## src/hdl/mcv_pkg.sv

```systemverilog
// constants and carriers for the machine check syndrome and vectoring unit
// assumes a single core clock and special-register access by number
//
// How it works
// - taking a machine check clears the recoverable flag; otherwise software owns it
// - marked-process bit plus user flag form a state; counting when it matches
// - unimplemented state and vector base bits read zero, writes dropped
// - syndrome resets to zero and hardware never clears a set bit
// - check output pin is high while any async or error-report bit is set
// - writing one clears a syndrome bit, writing zero leaves it
// - any set async syndrome bit raises a machine check when enabled
// - async bits set on detection; interrupt when enabled, else stays pending
// - error-report bits update only when taken; not masked by check enable
// - non-maskable bit set only when taken; not gated by check enable
// - bits 0 to 6 hold pin, cache parity and first-fetch causes in order
// - bits 27, 28, 29 hold fetch read, data read and write bus errors
// - bits 7 and 8 flag instruction and data cache lock errors
// - bit 12 set on first async address capture; bit 13 marks effective address
// - bits 15, 16, 17 flag fetch, load, store failures; pc saved
// - bit 18 flags a guarded access external bus error
// - vector base holds 16 bits giving upper handler address, 64 KB aligned
// - handler address is stored base joined with selected offset field
// - offset field is a quadword index: base, offset, four zero bits
`default_nettype none

package mcv_pkg;
  // special register numbers
  localparam logic [9:0] REG_VECTOR_BASE = 10'h03f;
  localparam logic [9:0] REG_SYNDROME = 10'h23c;
  // machine state bit positions (lsb numbering)
  localparam int MS_DS = 4;
  localparam int MS_IS = 5;
  localparam int MS_MARK = 2;
  localparam int MS_RECOV = 1;
  localparam int MS_DE = 9;
  localparam int MS_FE1 = 8;
  localparam int MS_FE0 = 11;
  localparam int MS_MCE = 12;
  localparam int MS_FP = 13;
  localparam int MS_USER = 14;
  localparam int MS_EE = 15;
  localparam int MS_CE = 17;
  localparam int MS_WE = 18;
  localparam int MS_VEC_AVAIL = 25;
  localparam int MS_UCLE = 26;
  // implemented machine state bits
  localparam logic [31:0] MS_IMPL_MASK = 32'h0606_fb36;
  localparam logic [31:0] MS_RESET = 32'h0000_0000;
  // syndrome bit positions (lsb numbering: msb bit n is 31-n)
  localparam int SY_PIN = 31;
  localparam int SY_IC_DPAR = 30;
  localparam int SY_PUSH_PAR = 29;
  localparam int SY_DC_DPAR = 28;
  localparam int SY_FIRST_FETCH = 27;
  localparam int SY_IC_TPAR = 26;
  localparam int SY_DC_TPAR = 25;
  localparam int SY_IC_LOCK = 24;
  localparam int SY_DC_LOCK = 23;
  localparam int SY_NMI = 20;
  localparam int SY_CAPT_VALID = 19;
  localparam int SY_CAPT_EFF = 18;
  localparam int SY_FETCH_REP = 16;
  localparam int SY_LOAD_REP = 15;
  localparam int SY_STORE_REP = 14;
  localparam int SY_GUARD_REP = 13;
  localparam int SY_PROBE = 5;
  localparam int SY_BUS_FETCH = 4;
  localparam int SY_BUS_DREAD = 3;
  localparam int SY_BUS_WRITE = 2;
  // syndrome classes
  localparam logic [31:0] SY_ASYNC_MASK = 32'hfe00_003c;
  localparam logic [31:0] SY_REPORT_MASK = 32'h0001_e000;
  localparam logic [31:0] SY_NMI_MASK = 32'h0010_0000;
  localparam logic [31:0] SY_STATUS_MASK = 32'h018c_0000;
  localparam logic [31:0] SY_RESET = 32'h0000_0000;
  // vector base and offset
  localparam int VB_WIDTH = 16;
  localparam int VO_WIDTH = 12;
  localparam int VO_PAD = 4;
  localparam logic [31:0] VB_MASK = 32'hffff_0000;
  localparam logic [VO_PAD-1:0] VO_ZERO = 4'h0;

  // async detection group
  typedef struct packed {
    logic pin;
    logic ic_data_par;
    logic push_par;
    logic dc_data_par;
    logic first_fetch;
    logic ic_tag_par;
    logic dc_tag_par;
    logic probe;
    logic bus_fetch;
    logic bus_dread;
    logic bus_write;
  } mcv_async_t;

  // error report group presented by the oldest instruction
  typedef struct packed {
    logic fetch;
    logic load;
    logic store;
    logic guarded;
  } mcv_report_t;

  // special register access
  typedef struct packed {
    logic rd;
    logic wr;
    logic [9:0] num;
    logic [31:0] wdata;
  } mcv_reg_req_t;
endpackage : mcv_pkg

`default_nettype wire

```

## src/hdl/mcv_syndrome.sv

```systemverilog
// syndrome register with write-one-to-clear and hardware set priority
// assumes set and clear vectors arrive in the core clock domain
`default_nettype none

module mcv_syndrome (
  // clock and reset
  input wire logic core_clk,
  input wire logic resetn,
  // update
  input wire logic [31:0] hw_set,
  input wire logic [31:0] sw_clear,
  // state
  output logic [31:0] value
);
  typedef struct packed {
    logic [31:0] bits;
  } mcv_sy_state_t;

  mcv_sy_state_t st;
  mcv_sy_state_t next_st;

  // set wins over clear; no hardware clear
  always_comb begin
    next_st = st;
    next_st.bits = (st.bits & ~sw_clear) | hw_set;
  end

  always_ff @(posedge core_clk) begin
    if (!resetn) begin
      st.bits <= mcv_pkg::SY_RESET;
    end else begin
      st <= next_st;
    end
  end

  assign value = st.bits;

  a_set_wins: assert property (@(posedge core_clk) disable iff (!resetn)
    (hw_set != 32'h0) |=> ((value & $past(hw_set)) == $past(hw_set)))
    else $error("hardware set lost");
  a_no_hw_clear: assert property (@(posedge core_clk) disable iff (!resetn)
    ((~value & $past(value)) & ~$past(sw_clear)) == 32'h0)
    else $error("syndrome bit cleared without write");
endmodule : mcv_syndrome

`default_nettype wire

```

## src/hdl/mcv_vector.sv

```systemverilog
// handler address formation from base and offset
// assumes the offset is already selected for the interrupt type
`default_nettype none

module mcv_vector (
  // inputs
  input wire logic [mcv_pkg::VB_WIDTH-1:0] base,
  input wire logic [mcv_pkg::VO_WIDTH-1:0] offset,
  // result
  output logic [31:0] addr
);
  // base, quadword index, zero pad
  assign addr = {base, offset, mcv_pkg::VO_ZERO};
endmodule : mcv_vector

`default_nettype wire

```

## src/hdl/mcv_unit.sv

```systemverilog
// machine check syndrome logging, machine state tail and vector base
// assumes the pipeline asks for interrupts and accesses registers by number
`default_nettype none

module mcv_unit (
  // clock and reset
  input wire logic core_clk,
  input wire logic resetn,
  // register access
  input wire mcv_pkg::mcv_reg_req_t reg_req,
  input wire logic ms_wr,
  input wire logic [31:0] ms_wdata,
  // error sources
  input wire mcv_pkg::mcv_async_t async_err,
  input wire logic icache_lock_error,
  input wire logic dcache_lock_error,
  input wire logic capture_load,
  input wire logic capture_is_eff,
  input wire logic [31:0] capture_addr,
  input wire mcv_pkg::mcv_report_t report_err,
  input wire logic [31:0] report_pc,
  input wire logic nmi_req,
  // interrupt sequencing
  input wire logic other_irq_take,
  input wire logic [mcv_pkg::VO_WIDTH-1:0] other_offset,
  input wire logic [mcv_pkg::VO_WIDTH-1:0] check_offset,
  input wire logic [1:0] perf_state_sel,
  // outputs
  output logic [31:0] reg_rdata,
  output logic [31:0] machine_state,
  output logic machine_check_out,
  output logic check_take,
  output logic [31:0] handler_addr,
  output logic [31:0] check_address_capture,
  output logic [31:0] check_saved_pc,
  output logic perf_count_enable
);
  ////////////////////////////////////////////////////////////////////////
  // state
  typedef struct packed {
    logic [31:0] ms;
    logic [mcv_pkg::VB_WIDTH-1:0] vbase;
    logic [31:0] rdata;
    logic mc_out;
    logic take;
    logic [31:0] haddr;
    logic [31:0] capt;
    logic [31:0] spc;
    logic perf_en;
  } mcv_state_t;

  mcv_state_t st;
  mcv_state_t next_st;
  logic [31:0] syn;
  logic [31:0] hw_set;
  logic [31:0] sw_clear;
  logic [31:0] vec_addr;
  logic [mcv_pkg::VO_WIDTH-1:0] sel_offset;
  logic async_pend;
  logic report_pend;
  logic take_now;
  logic first_capture;

  // register number decode used for reads and writes
  function automatic logic hits(input logic [9:0] n, input logic [9:0] r);
    hits = (n == r);
  endfunction

  ////////////////////////////////////////////////////////////////////////
  // pending conditions and take decision
  always_comb begin
    async_pend = ((syn & mcv_pkg::SY_ASYNC_MASK) != 32'h0) ||
                 (async_err != '0);
    report_pend = (report_err != '0);
    // error report and nmi ignore enable; async needs it
    take_now = report_pend || nmi_req ||
               (async_pend && st.ms[mcv_pkg::MS_MCE]);
    first_capture = capture_load && !syn[mcv_pkg::SY_CAPT_VALID];
    sel_offset = take_now ? check_offset : other_offset;
  end

  ////////////////////////////////////////////////////////////////////////
  // hardware set vector
  always_comb begin
    hw_set = 32'h0;
    // async set on detection
    hw_set[mcv_pkg::SY_PIN] = async_err.pin;
    hw_set[mcv_pkg::SY_IC_DPAR] = async_err.ic_data_par;
    hw_set[mcv_pkg::SY_PUSH_PAR] = async_err.push_par;
    hw_set[mcv_pkg::SY_DC_DPAR] = async_err.dc_data_par;
    hw_set[mcv_pkg::SY_FIRST_FETCH] = async_err.first_fetch;
    hw_set[mcv_pkg::SY_IC_TPAR] = async_err.ic_tag_par;
    hw_set[mcv_pkg::SY_DC_TPAR] = async_err.dc_tag_par;
    hw_set[mcv_pkg::SY_PROBE] = async_err.probe;
    hw_set[mcv_pkg::SY_BUS_FETCH] = async_err.bus_fetch;
    hw_set[mcv_pkg::SY_BUS_DREAD] = async_err.bus_dread;
    hw_set[mcv_pkg::SY_BUS_WRITE] = async_err.bus_write;
    // status bits
    hw_set[mcv_pkg::SY_IC_LOCK] = icache_lock_error;
    hw_set[mcv_pkg::SY_DC_LOCK] = dcache_lock_error;
    hw_set[mcv_pkg::SY_CAPT_VALID] = first_capture;
    hw_set[mcv_pkg::SY_CAPT_EFF] = first_capture && capture_is_eff;
    // report and nmi only when actually taken
    hw_set[mcv_pkg::SY_FETCH_REP] = take_now && report_err.fetch;
    hw_set[mcv_pkg::SY_LOAD_REP] = take_now && report_err.load;
    hw_set[mcv_pkg::SY_STORE_REP] = take_now && report_err.store;
    hw_set[mcv_pkg::SY_GUARD_REP] = take_now && report_err.guarded;
    hw_set[mcv_pkg::SY_NMI] = take_now && nmi_req;
  end

  // software write-one-to-clear
  always_comb begin
    sw_clear = 32'h0;
    if (reg_req.wr && hits(reg_req.num, mcv_pkg::REG_SYNDROME)) begin
      sw_clear = reg_req.wdata;
    end
  end

  mcv_syndrome u_syn (
    .core_clk(core_clk),
    .resetn(resetn),
    .hw_set(hw_set),
    .sw_clear(sw_clear),
    .value(syn)
  );

  mcv_vector u_vec (
    .base(st.vbase),
    .offset(sel_offset),
    .addr(vec_addr)
  );

  ////////////////////////////////////////////////////////////////////////
  // next state
  always_comb begin
    next_st = st;
    next_st.take = take_now || other_irq_take;
    if (take_now || other_irq_take) begin
      next_st.haddr = vec_addr;
    end
    // software writes, unimplemented bits dropped
    if (ms_wr) begin
      next_st.ms = ms_wdata & mcv_pkg::MS_IMPL_MASK;
    end
    if (take_now) begin
      next_st.ms[mcv_pkg::MS_RECOV] = 1'b0;
    end
    if (reg_req.wr && hits(reg_req.num, mcv_pkg::REG_VECTOR_BASE)) begin
      next_st.vbase = reg_req.wdata[31:32-mcv_pkg::VB_WIDTH];
    end
    if (first_capture) begin
      next_st.capt = capture_addr;
    end
    if (take_now && report_pend) begin
      next_st.spc = report_pc;
    end
    // read mux
    next_st.rdata = 32'h0;
    if (reg_req.rd && hits(reg_req.num, mcv_pkg::REG_SYNDROME)) begin
      next_st.rdata = syn;
    end else if (reg_req.rd &&
                 hits(reg_req.num, mcv_pkg::REG_VECTOR_BASE)) begin
      next_st.rdata = {st.vbase, 16'h0000};
    end
    // pin follows the next syndrome value
    next_st.mc_out = (((syn & ~sw_clear) | hw_set) &
                      (mcv_pkg::SY_ASYNC_MASK |
                       mcv_pkg::SY_REPORT_MASK)) != 32'h0;
    next_st.perf_en = ({next_st.ms[mcv_pkg::MS_USER],
                        next_st.ms[mcv_pkg::MS_MARK]} ==
                       perf_state_sel);
  end

  always_ff @(posedge core_clk) begin
    if (!resetn) begin
      st <= '0;
    end else begin
      st <= next_st;
    end
  end

  ////////////////////////////////////////////////////////////////////////
  // outputs
  assign reg_rdata = st.rdata;
  assign machine_state = st.ms;
  assign machine_check_out = st.mc_out;
  assign check_take = st.take;
  assign handler_addr = st.haddr;
  assign check_address_capture = st.capt;
  assign check_saved_pc = st.spc;
  assign perf_count_enable = st.perf_en;

  ////////////////////////////////////////////////////////////////////////
  // checks
  a_ri_cleared: assert property (@(posedge core_clk) disable iff (!resetn)
    take_now |=> !machine_state[mcv_pkg::MS_RECOV])
    else $error("recoverable flag kept on take");
  a_ms_unimpl: assert property (@(posedge core_clk) disable iff (!resetn)
    (machine_state & ~mcv_pkg::MS_IMPL_MASK) == 32'h0)
    else $error("unimplemented state bit set");
  a_pin_follows: assert property (@(posedge core_clk) disable iff (!resetn)
    ##1 (machine_check_out == ((syn & (mcv_pkg::SY_ASYNC_MASK |
    mcv_pkg::SY_REPORT_MASK)) != 32'h0)))
    else $error("check pin mismatch");
  a_async_gated: assert property (@(posedge core_clk) disable iff (!resetn)
    ((syn & mcv_pkg::SY_ASYNC_MASK) != 32'h0 &&
     machine_state[mcv_pkg::MS_MCE])
    |=> check_take)
    else $error("pending async not taken");
  a_masked_hold: assert property (@(posedge core_clk) disable iff (!resetn)
    (!machine_state[mcv_pkg::MS_MCE] && !report_pend && !nmi_req &&
     !other_irq_take) |=> !check_take)
    else $error("masked async taken");
  a_report_take: assert property (@(posedge core_clk) disable iff (!resetn)
    report_err.load |=> (check_take && syn[mcv_pkg::SY_LOAD_REP] &&
    check_saved_pc == $past(report_pc)))
    else $error("load report not logged");
  a_nmi_take: assert property (@(posedge core_clk) disable iff (!resetn)
    nmi_req |=> (check_take && syn[mcv_pkg::SY_NMI]))
    else $error("nmi not logged");
  a_vec_form: assert property (@(posedge core_clk) disable iff (!resetn)
    take_now |=> (handler_addr[3:0] == 4'h0 &&
    handler_addr[15:4] == $past(check_offset)))
    else $error("bad handler address");
  a_base_read: assert property (@(posedge core_clk) disable iff (!resetn)
    (reg_req.rd && reg_req.num == mcv_pkg::REG_VECTOR_BASE) |=>
    (reg_rdata[15:0] == 16'h0))
    else $error("base low bits not zero");
endmodule : mcv_unit

`default_nettype wire

```

## config.mk

```make
export PLATFORM = sky130hd
export DESIGN_NAME = mcv_unit
export DESIGN_NICKNAME = d
export VERILOG_FILES = /design/src/hdl/mcv_pkg.sv /design/src/hdl/mcv_syndrome.sv /design/src/hdl/mcv_vector.sv /design/src/hdl/mcv_unit.sv
export SDC_FILE = /design/constraint.sdc
export NUM_CORES = 1
export LEC_CHECK = 0
export ABC_AREA = 1
export BUFFER_PORTS_ARGS = -buffer_cell sky130_fd_sc_hd__buf_2
export CAP_MARGIN = 20
export CELL_PAD_IN_SITES_DETAIL_PLACEMENT = 0
export CELL_PAD_IN_SITES_GLOBAL_PLACEMENT = 1
export CORE_MARGIN = 2
export CORE_UTILIZATION = 35
export CTS_CLUSTER_DIAMETER = 50
export DETAILED_ROUTE_END_ITERATION = 7
export PLACE_DENSITY = 0.89
export SLEW_MARGIN = 20
export SYNTH_ARGS = -nofsm -noshare
export SYNTH_HDL_FRONTEND = slang
export SYNTH_SLANG_ARGS = --single-unit
```

## constraint.sdc

```tcl
create_clock -name core_clk -period 4 [get_ports core_clk]
set_clock_uncertainty 0.2 [all_clocks]
set_input_delay 0.8 -clock core_clk [delete_from_list [all_inputs] [get_ports core_clk]]
set_output_delay 0.8 -clock core_clk [all_outputs]
set_load 0.005 [all_outputs]
```

=== Word level (Yosys, flattened, before mapping) ===
Cells that the tools add are included.

* Bits in latches: 0
* Bits in read-only memories: 0
* Bits in writable memories: 0
* Word-level logic and storage cells: 47
* Register bits after elaboration: 190
* Memories: 0

* Div/mod/pow operators: 0
* Bitwise operators: 4
* $mul: 0
* $add $sub $neg: 0
* Shift-type cells: 0
* $lt $le $gt $ge: 0
* Multiplexer cells: 5
* Reduce and logical (&&, ||, !) cells: 23
* Equal/unequal tests: 3

{| class="wikitable"
|+ Operator list
! operator !! count
|-
| 32-bit 2-to-1 mux || 3
|-
| 32-bit nonzero test || 2
|-
| 32-bit AND || 1
|-
| 32-bit NOT || 1
|-
| 32-bit bitwise OR || 1
|-
| 15-bit 2-to-1 mux || 1
|-
| 1-bit logical AND || 13
|-
| 12-bit 2-to-1 mux || 1
|-
| 11-bit nonzero test || 1
|-
| 10-bit == test (second input constant) || 1
|-
| 10-bit by 6-bit == test with 1-bit output (second input constant) || 1
|-
| 1-bit logical OR || 4
|-
| 4-bit nonzero test || 1
|-
| 2-bit == test || 1
|-
| 2-bit OR reduction || 1
|-
| 1-bit logical NOT || 1
|-
| 1-bit NOT || 1
|}

=== Longest topological paths before layout ===
Gate-level depths: netlist of the first run.

* Depth in word-level cells: 7
* Depth in mapped cells: 12
* Gate-level depth less buffers: 11

=== By module ===
Synthesis of the first run repeated with hierarchy kept, for this count alone.

* Cells, all modules: 1223
* Area total of the unflattened synthesis: 9215.1 sq um

{| class="wikitable"
|+ Modules (own cells, without submodules)
! module !! times used !! area an instance (sq um) !! cells an instance
|-
| mcv_unit || 1 || 7659.8 || 1026
|-
| mcv_syndrome || 1 || 1311.3 || 164
|-
| mcv_vector || 1 || 244.0 || 33
|}

=== Least setup slack after synthesis of the first run ===
Ideal clock, no wire load.

* Kind: in2reg
* Start point: input reg_req[39] (netlist name)
* End point: register st (netlist bit machine_check_out)
* Arrival time: 1905 ps
* Path buffers: 0
* Path slack: 1763 ps
* Cell stages on the path: 10
* Path through: nor2_1 -> nand2_1 -> nor2_2 -> nand2_1 -> nor2_2 -> nand2_1 -> nand2_1 -> nand3_1 -> nor2_1 -> a21oi_1

* Longest elaborated chain between the ends: 7

{| class="wikitable"
|+ RTL lines
! element !! line !! source
|-
| from (decl) || mcv_unit.sv:10 || <nowiki>input wire mcv_pkg::mcv_reg_req_t reg_req,</nowiki>
|-
| 10-bit == test || mcv_unit.sv:66 || <nowiki>hits = (n == r);</nowiki>
|-
| 1-bit logical AND || mcv_unit.sv:114 || <nowiki>if (reg_req.wr && hits(reg_req.num, mcv_pkg::REG_SYNDROME)) begin</nowiki>
|-
| 32-bit 2-to-1 mux || mcv_unit.sv:114 ||
|-
| 32-bit NOT || mcv_unit.sv:166 || <nowiki>next_st.mc_out = (((syn & ~sw_clear) | hw_set) &</nowiki>
|-
| 32-bit AND || mcv_unit.sv:166 ||
|-
| 32-bit bitwise OR || mcv_unit.sv:166 ||
|-
| 32-bit nonzero test || mcv_unit.sv:166 ||
|-
| to (signal assigned) || mcv_unit.sv:178 || <nowiki>st <= next_st;</nowiki>
|-
| to (decl) || mcv_unit.sv:52 || <nowiki>mcv_state_t st;</nowiki>
|}

Every way passes these cells.
A chain may end at the register's enable or synchronous reset.

=== Final worst setup path of the first run ===
* Start point: input reg_req[39] (netlist name)
* End point: register st (netlist bit reg_rdata[31])

* Longest elaborated chain between the ends: 4

{| class="wikitable"
|+ RTL lines
! element !! line !! source
|-
| 10-bit by 6-bit == test with 1-bit output || mcv_unit.sv:66 ||
|-
| 1-bit logical AND || mcv_unit.sv:161 || <nowiki>end else if (reg_req.rd &&</nowiki>
|-
| 32-bit 2-to-1 mux || mcv_unit.sv:161 ||
|-
| 32-bit 2-to-1 mux * || mcv_unit.sv:159 || <nowiki>if (reg_req.rd && hits(reg_req.num, mcv_pkg::REG_SYNDROME)) begin</nowiki>
|}

Mark *: on every way between the ends. The rest lies on a longest branch, timed or not.

==> impl_metrics.env, run 1 <==
export IMPL_dieWidth_um=157
export IMPL_rr_startpoint="u_syn.value[3]"
export IMPL_num_vias=6804
export IMPL_period_share_pct=72.2
export IMPL_holdPathStages=2
export IMPL_core_region_area_mm2=0.0233
export IMPL_tightest_slew_ns=1.06
export IMPL_slowest_stage="nand3_2"
export IMPL_met1_usage_pct=22.3
export IMPL_clk_path_buf_depth=2
export IMPL_slowest_delay_ns=0.75
export IMPL_reg2reg_depth=9
export IMPL_path_delay_family="simple AND/OR/NAND/NOR gates"
export IMPL_grt_pass1_wl_um=33500
export IMPL_top_usage_layer="met2"
export IMPL_setup_slack_ns=1.11
export IMPL_syn_area_mm2=0.00820
export IMPL_setup_tns_ns=0
export IMPL_globalRouteMet2Util_pct=29.8
export IMPL_synth_seq_cells=190
export IMPL_drtIter0Drc=396
export IMPL_die_h_um=157
export IMPL_drive_gt1_share_pct=31.3
export IMPL_r2r_end="handler_addr[20]"
export IMPL_r2r_slack_ns=1.55
export IMPL_fin_crit_ns=2.89
export IMPL_track_usage_pct=17.5
export IMPL_wire_per_inst_um=14.5
export IMPL_finalPower_mw=4.03
export IMPL_ys_warn_count=0
export IMPL_rows=56
export IMPL_critPathCaptureType="register"
export IMPL_pin_count=353
export IMPL_cts_tree="done"
export IMPL_min_path_type="reg2reg"
export IMPL_rsz0062_at_grt="no"
export IMPL_via_per_inst=4.42
export IMPL_path_buf_inv=3
export IMPL_postCtsSetupRepairBufs=0
export IMPL_drc=0
export IMPL_synth_top_area_cell="dfxtp_1"
export IMPL_power_density_mw_per_mm2=427
export IMPL_ys_dominant_reg_cell="dfxtp_1"
export IMPL_leakage_nw=4.71
export IMPL_async_reset_ff_share_pct=0
export IMPL_setup_violations_final=0
export IMPL_grt_overflow=0
export IMPL_drt_wl_total_um=22200
export IMPL_timing_final_hold_violations=0
export IMPL_area_delta_synth_final_pct=15.3
export IMPL_path_cells="buf_2, nor2_1, nand2_1, nor2_2, buf_4, nand2_1, inv_2, nand3_2, o21ai_0"
export IMPL_worst_path_max_fanout=31
export IMPL_crit_required_ns=4.13
export IMPL_clkSinkCount=190
export IMPL_die_area_mm2=0.0247
export IMPL_gr_usage_met3_pct=4.24
export IMPL_start_util_pct=35.3
export IMPL_grt_pass1_vias=6189
export IMPL_first_pass_iters=4
export IMPL_antenna_cells=0
export IMPL_min_from="u_syn.value[0]"
export IMPL_synth_area_leaders="dfxtp_1, buf_4, nor2_1, nand2_1, o21ai_0"
export IMPL_pre_cts_ws_ns=0.610
export IMPL_status="completed"
export IMPL_startpoint_type="input pin"
export IMPL_nets=1397
export IMPL_drv_slew=0
export IMPL_grt_max_degree=67
export IMPL_crit_type="in2reg"
export IMPL_io_buffers=314
export IMPL_avgSynthCellArea_um2=7.75
export IMPL_h_tree_depth=4
export IMPL_antenna_found_initial=0
export IMPL_cts_hold_buf=0
export IMPL_crit_top_cell="nand2_1"
export IMPL_ant_nets=0
export IMPL_fmax_ghz=0.346
export IMPL_worst_hold_path_endpoint="reg_rdata[0]"
export IMPL_clk_latency_ns=0.42
export IMPL_cts_inserted_buffers=17
export IMPL_cap_violations=0
export IMPL_whs_ns=0.227
export IMPL_synth_edff_count=0
export IMPL_hpwl_um=15700
export IMPL_arrival_ns=3.01
export IMPL_synth_top_area_share_pct=46.4
export IMPL_syn_inst=1059
export IMPL_synth_distinct_cells=28
export IMPL_vdd_drop_max_v=0.000222
export IMPL_cts_root_buffer="clkbuf_16"
export IMPL_ctsResizeCount=0
export IMPL_max_slew_margin_rel_pct=29.5
export IMPL_ys_seq_area_share_pct=46.4
export IMPL_place_gp_congestion=0.828
export IMPL_clk_pin_slew_ns=0.08
[worst max-delay path by stage]
stage | startpoint | to | cells past startpoint
floorplan | reg_req[39] | machine_check_out | 10
global placement | reg_req[39] | reg_rdata[31] | 9
detailed placement | reg_req[39] | reg_rdata[31] | 9
CTS | reg_req[39] | reg_rdata[31] | 9
global route | reg_req[39] | reg_rdata[21] | 9
finish | reg_req[39] | reg_rdata[31] | 9
[worst register-to-register path, stage by stage (launching register included)]
cell and delay, ns:
dfxtp_1 0.32, inv_1 0.07, nand3_1 0.09, nor3_1 0.25, nand3_1 0.20, nand2_2 0.32
nand2_4 0.23, nor2_8 0.42, nand2_1 0.10, a21oi_1 0.14
[metal layers]
metal  routed length, um  vias to the layer above
met1                9790                     3098
li1                    -                     3471
met2               10700                      222
met4                 263                        0
met3                1490                       13
met5                   0                        -
[Yosys cell counts (2+ instances only)]
| cell type | n |
|---|---|
| xnor2_1 | 2 |
| a21oi_1 | 43 |
| nand2_1 | 131 |
| nand2_2 | 9 |
| inv_1 | 83 |
| buf_2 | 6 |
| o32ai_1 | 15 |
| nor4_1 | 2 |
| dfxtp_1 | 190 |
| buf_1 | 3 |
| nor2_2 | 2 |
| nor2_8 | 2 |
| a21oi_2 | 8 |
| buf_4 | 161 |
| nand3_1 | 42 |
| nand4_1 | 18 |
| clkbuf_1 | 41 |
| nor3_1 | 3 |
| inv_2 | 3 |
| nor2_1 | 194 |
| mux2i_1 | 2 |
| o21ai_0 | 93 |
[state kept, by name, indices dropped and copies added, names as in the netlist]
name                   cells
check_address_capture     32
check_saved_pc            32
reg_rdata                 32
u_syn.value               32
handler_addr              28
st                        16
machine_state             15
check_take                 1
machine_check_out          1
perf_count_enable          1
[per-stage QoR]
| stage | cell area, um2 | utilization (%) | instances |
|---|---|---|---|
| after floorplan | 8280 | - | 1079 |
| after global placement | 8890 | 38.2 | 1507 |
| after detailed placement | 8890 | 38.2 | 1507 |
| after CTS | 9460 | 40.7 | 1538 |
| after global routing | 9460 | 40.7 | 1538 |
| final | 9460 | 40.7 | 1538 |
[power breakdown]
| part | internal [mW] | switching, mW |
|---|---|---|
| registers | 1.97 | 0.0390 |
| clock network | 0.838 | 0.811 |
| logic | 0.164 | 0.211 |
| total | 2.97 | 1.06 |
[layout make-up]
cell class	instances	area (um2)
flip-flops and latches	190	3800
well taps	319	399
repair buffers	321	1630
inverters	86	323
clock buffers	18	439
fillers	2513	13800
clock inverters	13	126
multi-input cells	591	2740
[cells by family after synthesis]
family	Yosys count	share of synthesized area (%)
simple gates	407	21.2
flops	190	46.4
other cells	1	0.0457
buf+inv	298	21.2
xor+xnor	2	0.214
compound gates	159	10.8
mux	2	0.244
[layout by cell type (no fill, tap or decap), types with 9 or more instances in the layout]
master and count:
nand2_2 9, o32ai_1 15, nor2_1 194, a21oi_1 43, nand2_1 131, inv_1 82, nand4_1 18, nand3_1 41
dfxtp_1 190, conb_1 21, buf_2 313, o21ai_0 93, clkbuf_16 17
(Power assumes the default switching activity.)
==> inputs of run 2 (changes only) <==
--- a/config.mk
+++ b/config.mk
@@ -11,10 +11,10 @@
 export CELL_PAD_IN_SITES_DETAIL_PLACEMENT = 0
 export CELL_PAD_IN_SITES_GLOBAL_PLACEMENT = 1
 export CORE_MARGIN = 2
-export CORE_UTILIZATION = 35
+export CORE_UTILIZATION = 33
 export CTS_CLUSTER_DIAMETER = 50
 export DETAILED_ROUTE_END_ITERATION = 7
-export PLACE_DENSITY = 0.89
+export PLACE_DENSITY = 0.84
 export SLEW_MARGIN = 20
 export SYNTH_ARGS = -nofsm -noshare
 export SYNTH_HDL_FRONTEND = slang
==> constraint.sdc (replaced) <==
create_clock -name core_clk -period 3 [get_ports core_clk]
set_clock_uncertainty 0.2 [all_clocks]
set_input_delay 0.6 -clock core_clk [delete_from_list [all_inputs] [get_ports core_clk]]
set_output_delay 0.6 -clock core_clk [all_outputs]
set_load 0.005 [all_outputs]
==> run 2 against run 1 <==
Compared with the run above:
- via count is 0.79% higher
- design area is 1.5% higher
- utilization is 1.3 points lower
- routed wire length is 0.21% lower
- critical path type is now reg2reg
==> impl_metrics.env, run 2 (synthesized netlist as in run 1, its figures left out) <==
export IMPL_drv_slew=0
export IMPL_h_tree_depth=4
export IMPL_track_usage_pct=16.7
export IMPL_core_region_area_mm2=0.0244
export IMPL_postCtsSetupRepairBufs=0
export IMPL_dpl_cell_area_mm2=0.00900
export IMPL_worst_path_max_fanout=28
export IMPL_clk_pin_slew_ns=0.08
export IMPL_num_vias=6858
export IMPL_cts_inserted_buffers=17
export IMPL_layout_common_cells="buf_2, nor2_1, dfxtp_1"
export IMPL_drtIter0Drc=444
export IMPL_critPathCaptureType="register"
export IMPL_pin_count=353
export IMPL_die_h_um=162
export IMPL_cap_violations=0
export IMPL_drc=0
export IMPL_start_util_pct=33.6
export IMPL_fmax_ghz=0.427
export IMPL_startpoint_type="register"
export IMPL_crit_required_ns=3.16
export IMPL_antenna_found_initial=3
export IMPL_via_per_inst=4.40
export IMPL_max_slew_margin_rel_pct=51.7
export IMPL_cts_tree="done"
export IMPL_fillers=2597
export IMPL_io_buffers=314
export IMPL_die_area_mm2=0.0261
export IMPL_timing_final_hold_violations=0
export IMPL_grt_overflow=0
export IMPL_r2r_slack_ns=0.66
export IMPL_clk_path_buf_depth=2
export IMPL_fin_crit_ns=2.34
export IMPL_hpwl_um=16100
export IMPL_status="completed"
export IMPL_cts_hold_buf=0
export IMPL_min_path_type="in2reg"
export IMPL_dieWidth_um=162
export IMPL_crit_type="reg2reg"
export IMPL_drive_gt1_share_pct=32.0
export IMPL_drt_wl_total_um=22200
export IMPL_ant_nets=0
export IMPL_arrival_ns=2.50
export IMPL_rsz0062_at_grt="no"
export IMPL_ctsResizeCount=0
export IMPL_area_delta_synth_final_pct=17.0
export IMPL_place_gp_congestion=0.785
export IMPL_stdcell_area_mm2=0.00960
export IMPL_first_pass_iters=5
export IMPL_nets=1409
export IMPL_clk_latency_ns=0.43
export IMPL_clkSinkCount=190
export IMPL_setup_violations_final=0
export IMPL_whs_ns=0.182
export IMPL_wire_per_inst_um=14.2
export IMPL_period_share_pct=78.0
export IMPL_grt_pass1_wl_um=34100
export IMPL_grt_pass1_vias=6328
export IMPL_vdd_drop_max_v=0.000250
export IMPL_final_common_cell="buf_2"
export IMPL_setup_tns_ns=0
export IMPL_power_density_mw_per_mm2=571
export IMPL_grt_max_degree=40
export IMPL_leakage_nw=4.79
export IMPL_cts_root_buffer="clkbuf_16"
export IMPL_rows=57
export IMPL_tightest_slew_ns=0.722
==> run 2: path summary, 6_finish.rpt <==
| kind | start | end | cells after the start |
|---|---|---|---|
| worst max register to register | u_syn.value[3] | handler_addr[31] | 9 |
| worst min-delay path | dcache_lock_error | u_syn.value[23] | 3 |
| worst min register to register | u_syn.value[1] | reg_rdata[1] | 2 |
| worst max-delay path | u_syn.value[3] | handler_addr[31] | 9 |
==> run 2: critical path, stage by stage, from the launching register on <==
cell and delay [ns]:
dfxtp_1 0.33, inv_1 0.07, nand3_1 0.09, nor3_1 0.31
nand3_1 0.19, nand2_2 0.20, nand2_4 0.20, nor2_8 0.42
nand2_1 0.11, a21oi_1 0.13
==> run 2: cell type report <==
class / instances / area (um2) / area share [%]
inverter: 86 / 323 / 3.36
tap: 324 / 405 / 4.22
timing repair buffer: 333 / 1730 / 18.0
multi-input combinational: 591 / 2740 / 28.6
clock buffer: 18 / 439 / 4.58
clock inverter: 14 / 150 / 1.56
antenna: 2 / 5.00 / 0.0522
sequential: 190 / 3800 / 39.6
==> run 2: metrics by stage <==
stage	util, %	total power, mW	cells	setup slack (ns)
after floorplan	-	3.10	1079	0.963
after global placement	36.9	3.24	1524	0.265
after detailed placement	36.9	3.25	1524	0.223
after CTS	39.3	5.56	1556	0.620
after global routing	39.3	5.73	1556	0.435
final	39.3	5.48	1558	0.659
==> run 2: layer usage <==
metal	share of wire, %	GRT usage (%)	up-vias
met1	44	21.1	3103
met2	47	27.5	222
li1	-	-	3499
met5	0.050	0	-
met3	6.5	4.42	32
met4	2.5	6.32	2
==> run 2: power by group <==
group | total, mW | internal [mW] | switching [mW]
sequential | 2.68 | 2.63 | 0.0490
combinational | 0.506 | 0.224 | 0.281
clock | 2.30 | 1.20 | 1.09
total | 5.48 | 4.06 | 1.42
==> inputs of run 3 (changes only) <==
--- a/config.mk
+++ b/config.mk
@@ -11,10 +11,10 @@
 export CELL_PAD_IN_SITES_DETAIL_PLACEMENT = 0
 export CELL_PAD_IN_SITES_GLOBAL_PLACEMENT = 1
 export CORE_MARGIN = 2
-export CORE_UTILIZATION = 33
+export CORE_UTILIZATION = 30
 export CTS_CLUSTER_DIAMETER = 50
 export DETAILED_ROUTE_END_ITERATION = 7
-export PLACE_DENSITY = 0.84
+export PLACE_DENSITY = 0.81
 export SLEW_MARGIN = 20
 export SYNTH_ARGS = -nofsm -noshare
 export SYNTH_HDL_FRONTEND = slang
==> constraint.sdc (replaced) <==
create_clock -name core_clk -period 2.05 [get_ports core_clk]
set_clock_uncertainty 0.2 [all_clocks]
set_input_delay 0.41 -clock core_clk [delete_from_list [all_inputs] [get_ports core_clk]]
set_output_delay 0.41 -clock core_clk [all_outputs]
set_load 0.005 [all_outputs]
==> run 3 against run 2 <==
Compared with the run above:
- die area is 9.7% higher
- hold slack lost 0.15 ns
- sequential share of layout area is 1.8 points lower
- maximum frequency rose by 23%
- routed wire length up 2.1%
- setup slack lost 0.52 ns
- largest cell class unchanged
- final cell count rose by 3.1%
==> impl_metrics.env, run 3 (synthesized netlist as in run 1, its figures left out) <==
export IMPL_pin_count=353
export IMPL_io_buffers=314
export IMPL_whs_ns=0.0300
export IMPL_final_common_cell="buf_2"
export IMPL_place_gp_congestion=0.809
export IMPL_first_pass_iters=4
export IMPL_clk_path_buf_depth=2
export IMPL_antenna_found_initial=2
export IMPL_critPathCaptureType="register"
export IMPL_die_h_um=169
export IMPL_stdcell_area_mm2=0.0101
export IMPL_globalRouteMet2Util_pct=25.3
export IMPL_crit_top_cell="nand2_4"
export IMPL_area_delta_synth_final_pct=22.5
export IMPL_layout_common_cells="buf_2, nor2_1, dfxtp_1"
export IMPL_top_usage_layer="met2"
export IMPL_fmax_ghz=0.523
export IMPL_clk_pin_slew_ns=0.08
export IMPL_dieWidth_um=169
export IMPL_rows=60
export IMPL_worst_path_max_fanout=12
export IMPL_drt_wl_total_um=22700
export IMPL_drtIter0Drc=399
export IMPL_crit_required_ns=2.20
export IMPL_rr_startpoint="u_syn.value[31]"
export IMPL_crit_type="reg2reg"
export IMPL_status="completed"
export IMPL_cts_inserted_buffers=17
export IMPL_setup_slack_ns=0.139
export IMPL_period_share_pct=93.2
export IMPL_leakage_nw=5.00
export IMPL_cts_tree="done"
export IMPL_postCtsSetupRepairBufs=0
export IMPL_drive_gt1_share_pct=32.8
export IMPL_slowest_stage="dfxtp_1"
export IMPL_multi_input_area_mm2=0.00275
export IMPL_fin_crit_ns=1.91
export IMPL_num_vias=7008
export IMPL_layout_cells_non_filler=1606
export IMPL_arrival_ns=2.06
export IMPL_antenna_cells=0
export IMPL_placed_cells=1561
export IMPL_drv_slew=0
export IMPL_setup_violations_final=0
export IMPL_grt_max_degree=33
export IMPL_grt_overflow=0
export IMPL_grt_pass1_wl_um=34900
export IMPL_drc=0
export IMPL_clkSinkCount=190
export IMPL_track_usage_pct=15.5
export IMPL_cap_violations=0
export IMPL_timing_final_hold_violations=0
export IMPL_power_density_mw_per_mm2=818
export IMPL_startpoint_type="register"
export IMPL_slowest_delay_ns=0.31
export IMPL_core_region_area_mm2=0.0269
export IMPL_start_util_pct=30.5
export IMPL_die_area_mm2=0.0287
export IMPL_hpwl_um=17000
export IMPL_via_per_inst=4.36
export IMPL_nets=1442
export IMPL_setup_tns_ns=0
export IMPL_min_path_type="in2reg"
export IMPL_clk_latency_ns=0.42
export IMPL_h_tree_depth=4
export IMPL_ant_nets=0
export IMPL_grt_pass1_vias=6479
export IMPL_min_from="reg_req[10]"
export IMPL_met1_usage_pct=20.2
export IMPL_startpoint="u_syn.value[31]"
export IMPL_fillers=2840
export IMPL_path_cells="or2_1, nor4_1, nand3_1, nand2_4, nand2_4, nor2_8, buf_12, nand2_1, a21oi_1"
export IMPL_vdd_drop_max_v=0.000533
export IMPL_gr_usage_met3_pct=3.75
export IMPL_wire_per_inst_um=14.1
export IMPL_pre_cts_ws_ns=-0.136
export IMPL_cts_root_buffer="clkbuf_16"
export IMPL_dpl_cell_area_mm2=0.00929
export IMPL_rsz0062_at_grt="no"
export IMPL_seqCellArea_mm2=0.00380
## run 3: cell count changes in the layout (fill, tap and decap cells not counted), moves of 2 or more
cell | before | now
buf_12 | 1 | 10
buf_4 | 19 | 29
clkinv_4 | 3 | 1
diode_2 | 2 | 0
dlygate4sd3_1 | 0 | 13
inv_6 | 3 | 5
## run 3: cell type report
type | count | share of cell area [%]
Sequential cell | 190 | 37.8
Multi-Input combinational cell | 591 | 27.4
Timing Repair Buffer | 366 | 21.2
Tap cell | 341 | 4.24
Clock buffer | 17 | 4.23
Inverter | 86 | 3.21
Clock inverter | 15 | 1.94
## run 3: routing by layer
layer	vias up	part of all wire, %
met5	-	0
met4	0	1.9
met3	21	6.9
met2	244	45
met1	3188	46
li1	3555	-
## run 3: per-stage QoR
stage | util [%] | power (mW)
after floorplan | - | 4.54
after global placement | 34.6 | 4.78
after detailed placement | 34.6 | 4.79
after CTS | 37.3 | 8.36
after global routing | 37.4 | 8.62
final | 37.4 | 8.22
## run 3: critical path: cells and delay by family, from the launching register on
family | cells | cell delay, ns
AOI/OAI and AO/OA | 1 | 0.11
buffers and inverters | 1 | 0.15
DFF | 1 | 0.31
and+or+nand+nor | 7 | 1.05
## run 3: path summary, 6_finish.rpt
path                                         end  slack [ns]  depth (start not counted)
worst max register to register  handler_addr[20]        0.14                          9
worst min register to register     reg_rdata[13]        0.23                          2
worst min-delay path             u_syn.value[10]        0.03                          4
worst max-delay path            handler_addr[20]        0.14                          9
## run 3: power by group
group	total, mW	switching, mW	internal (mW)	leakage, nW
registers	3.92	0.0738	3.85	1.56
clock network	3.51	1.63	1.88	0.306
logic	0.795	0.424	0.371	3.14
## run 3: what timing repair did
item | CTS | global route
hold buffers | 13 | 0
gates resized for setup | 0 | 3
setup endpoints to repair | 0 | 29
endpoints found under the hold margin | 13 | 0
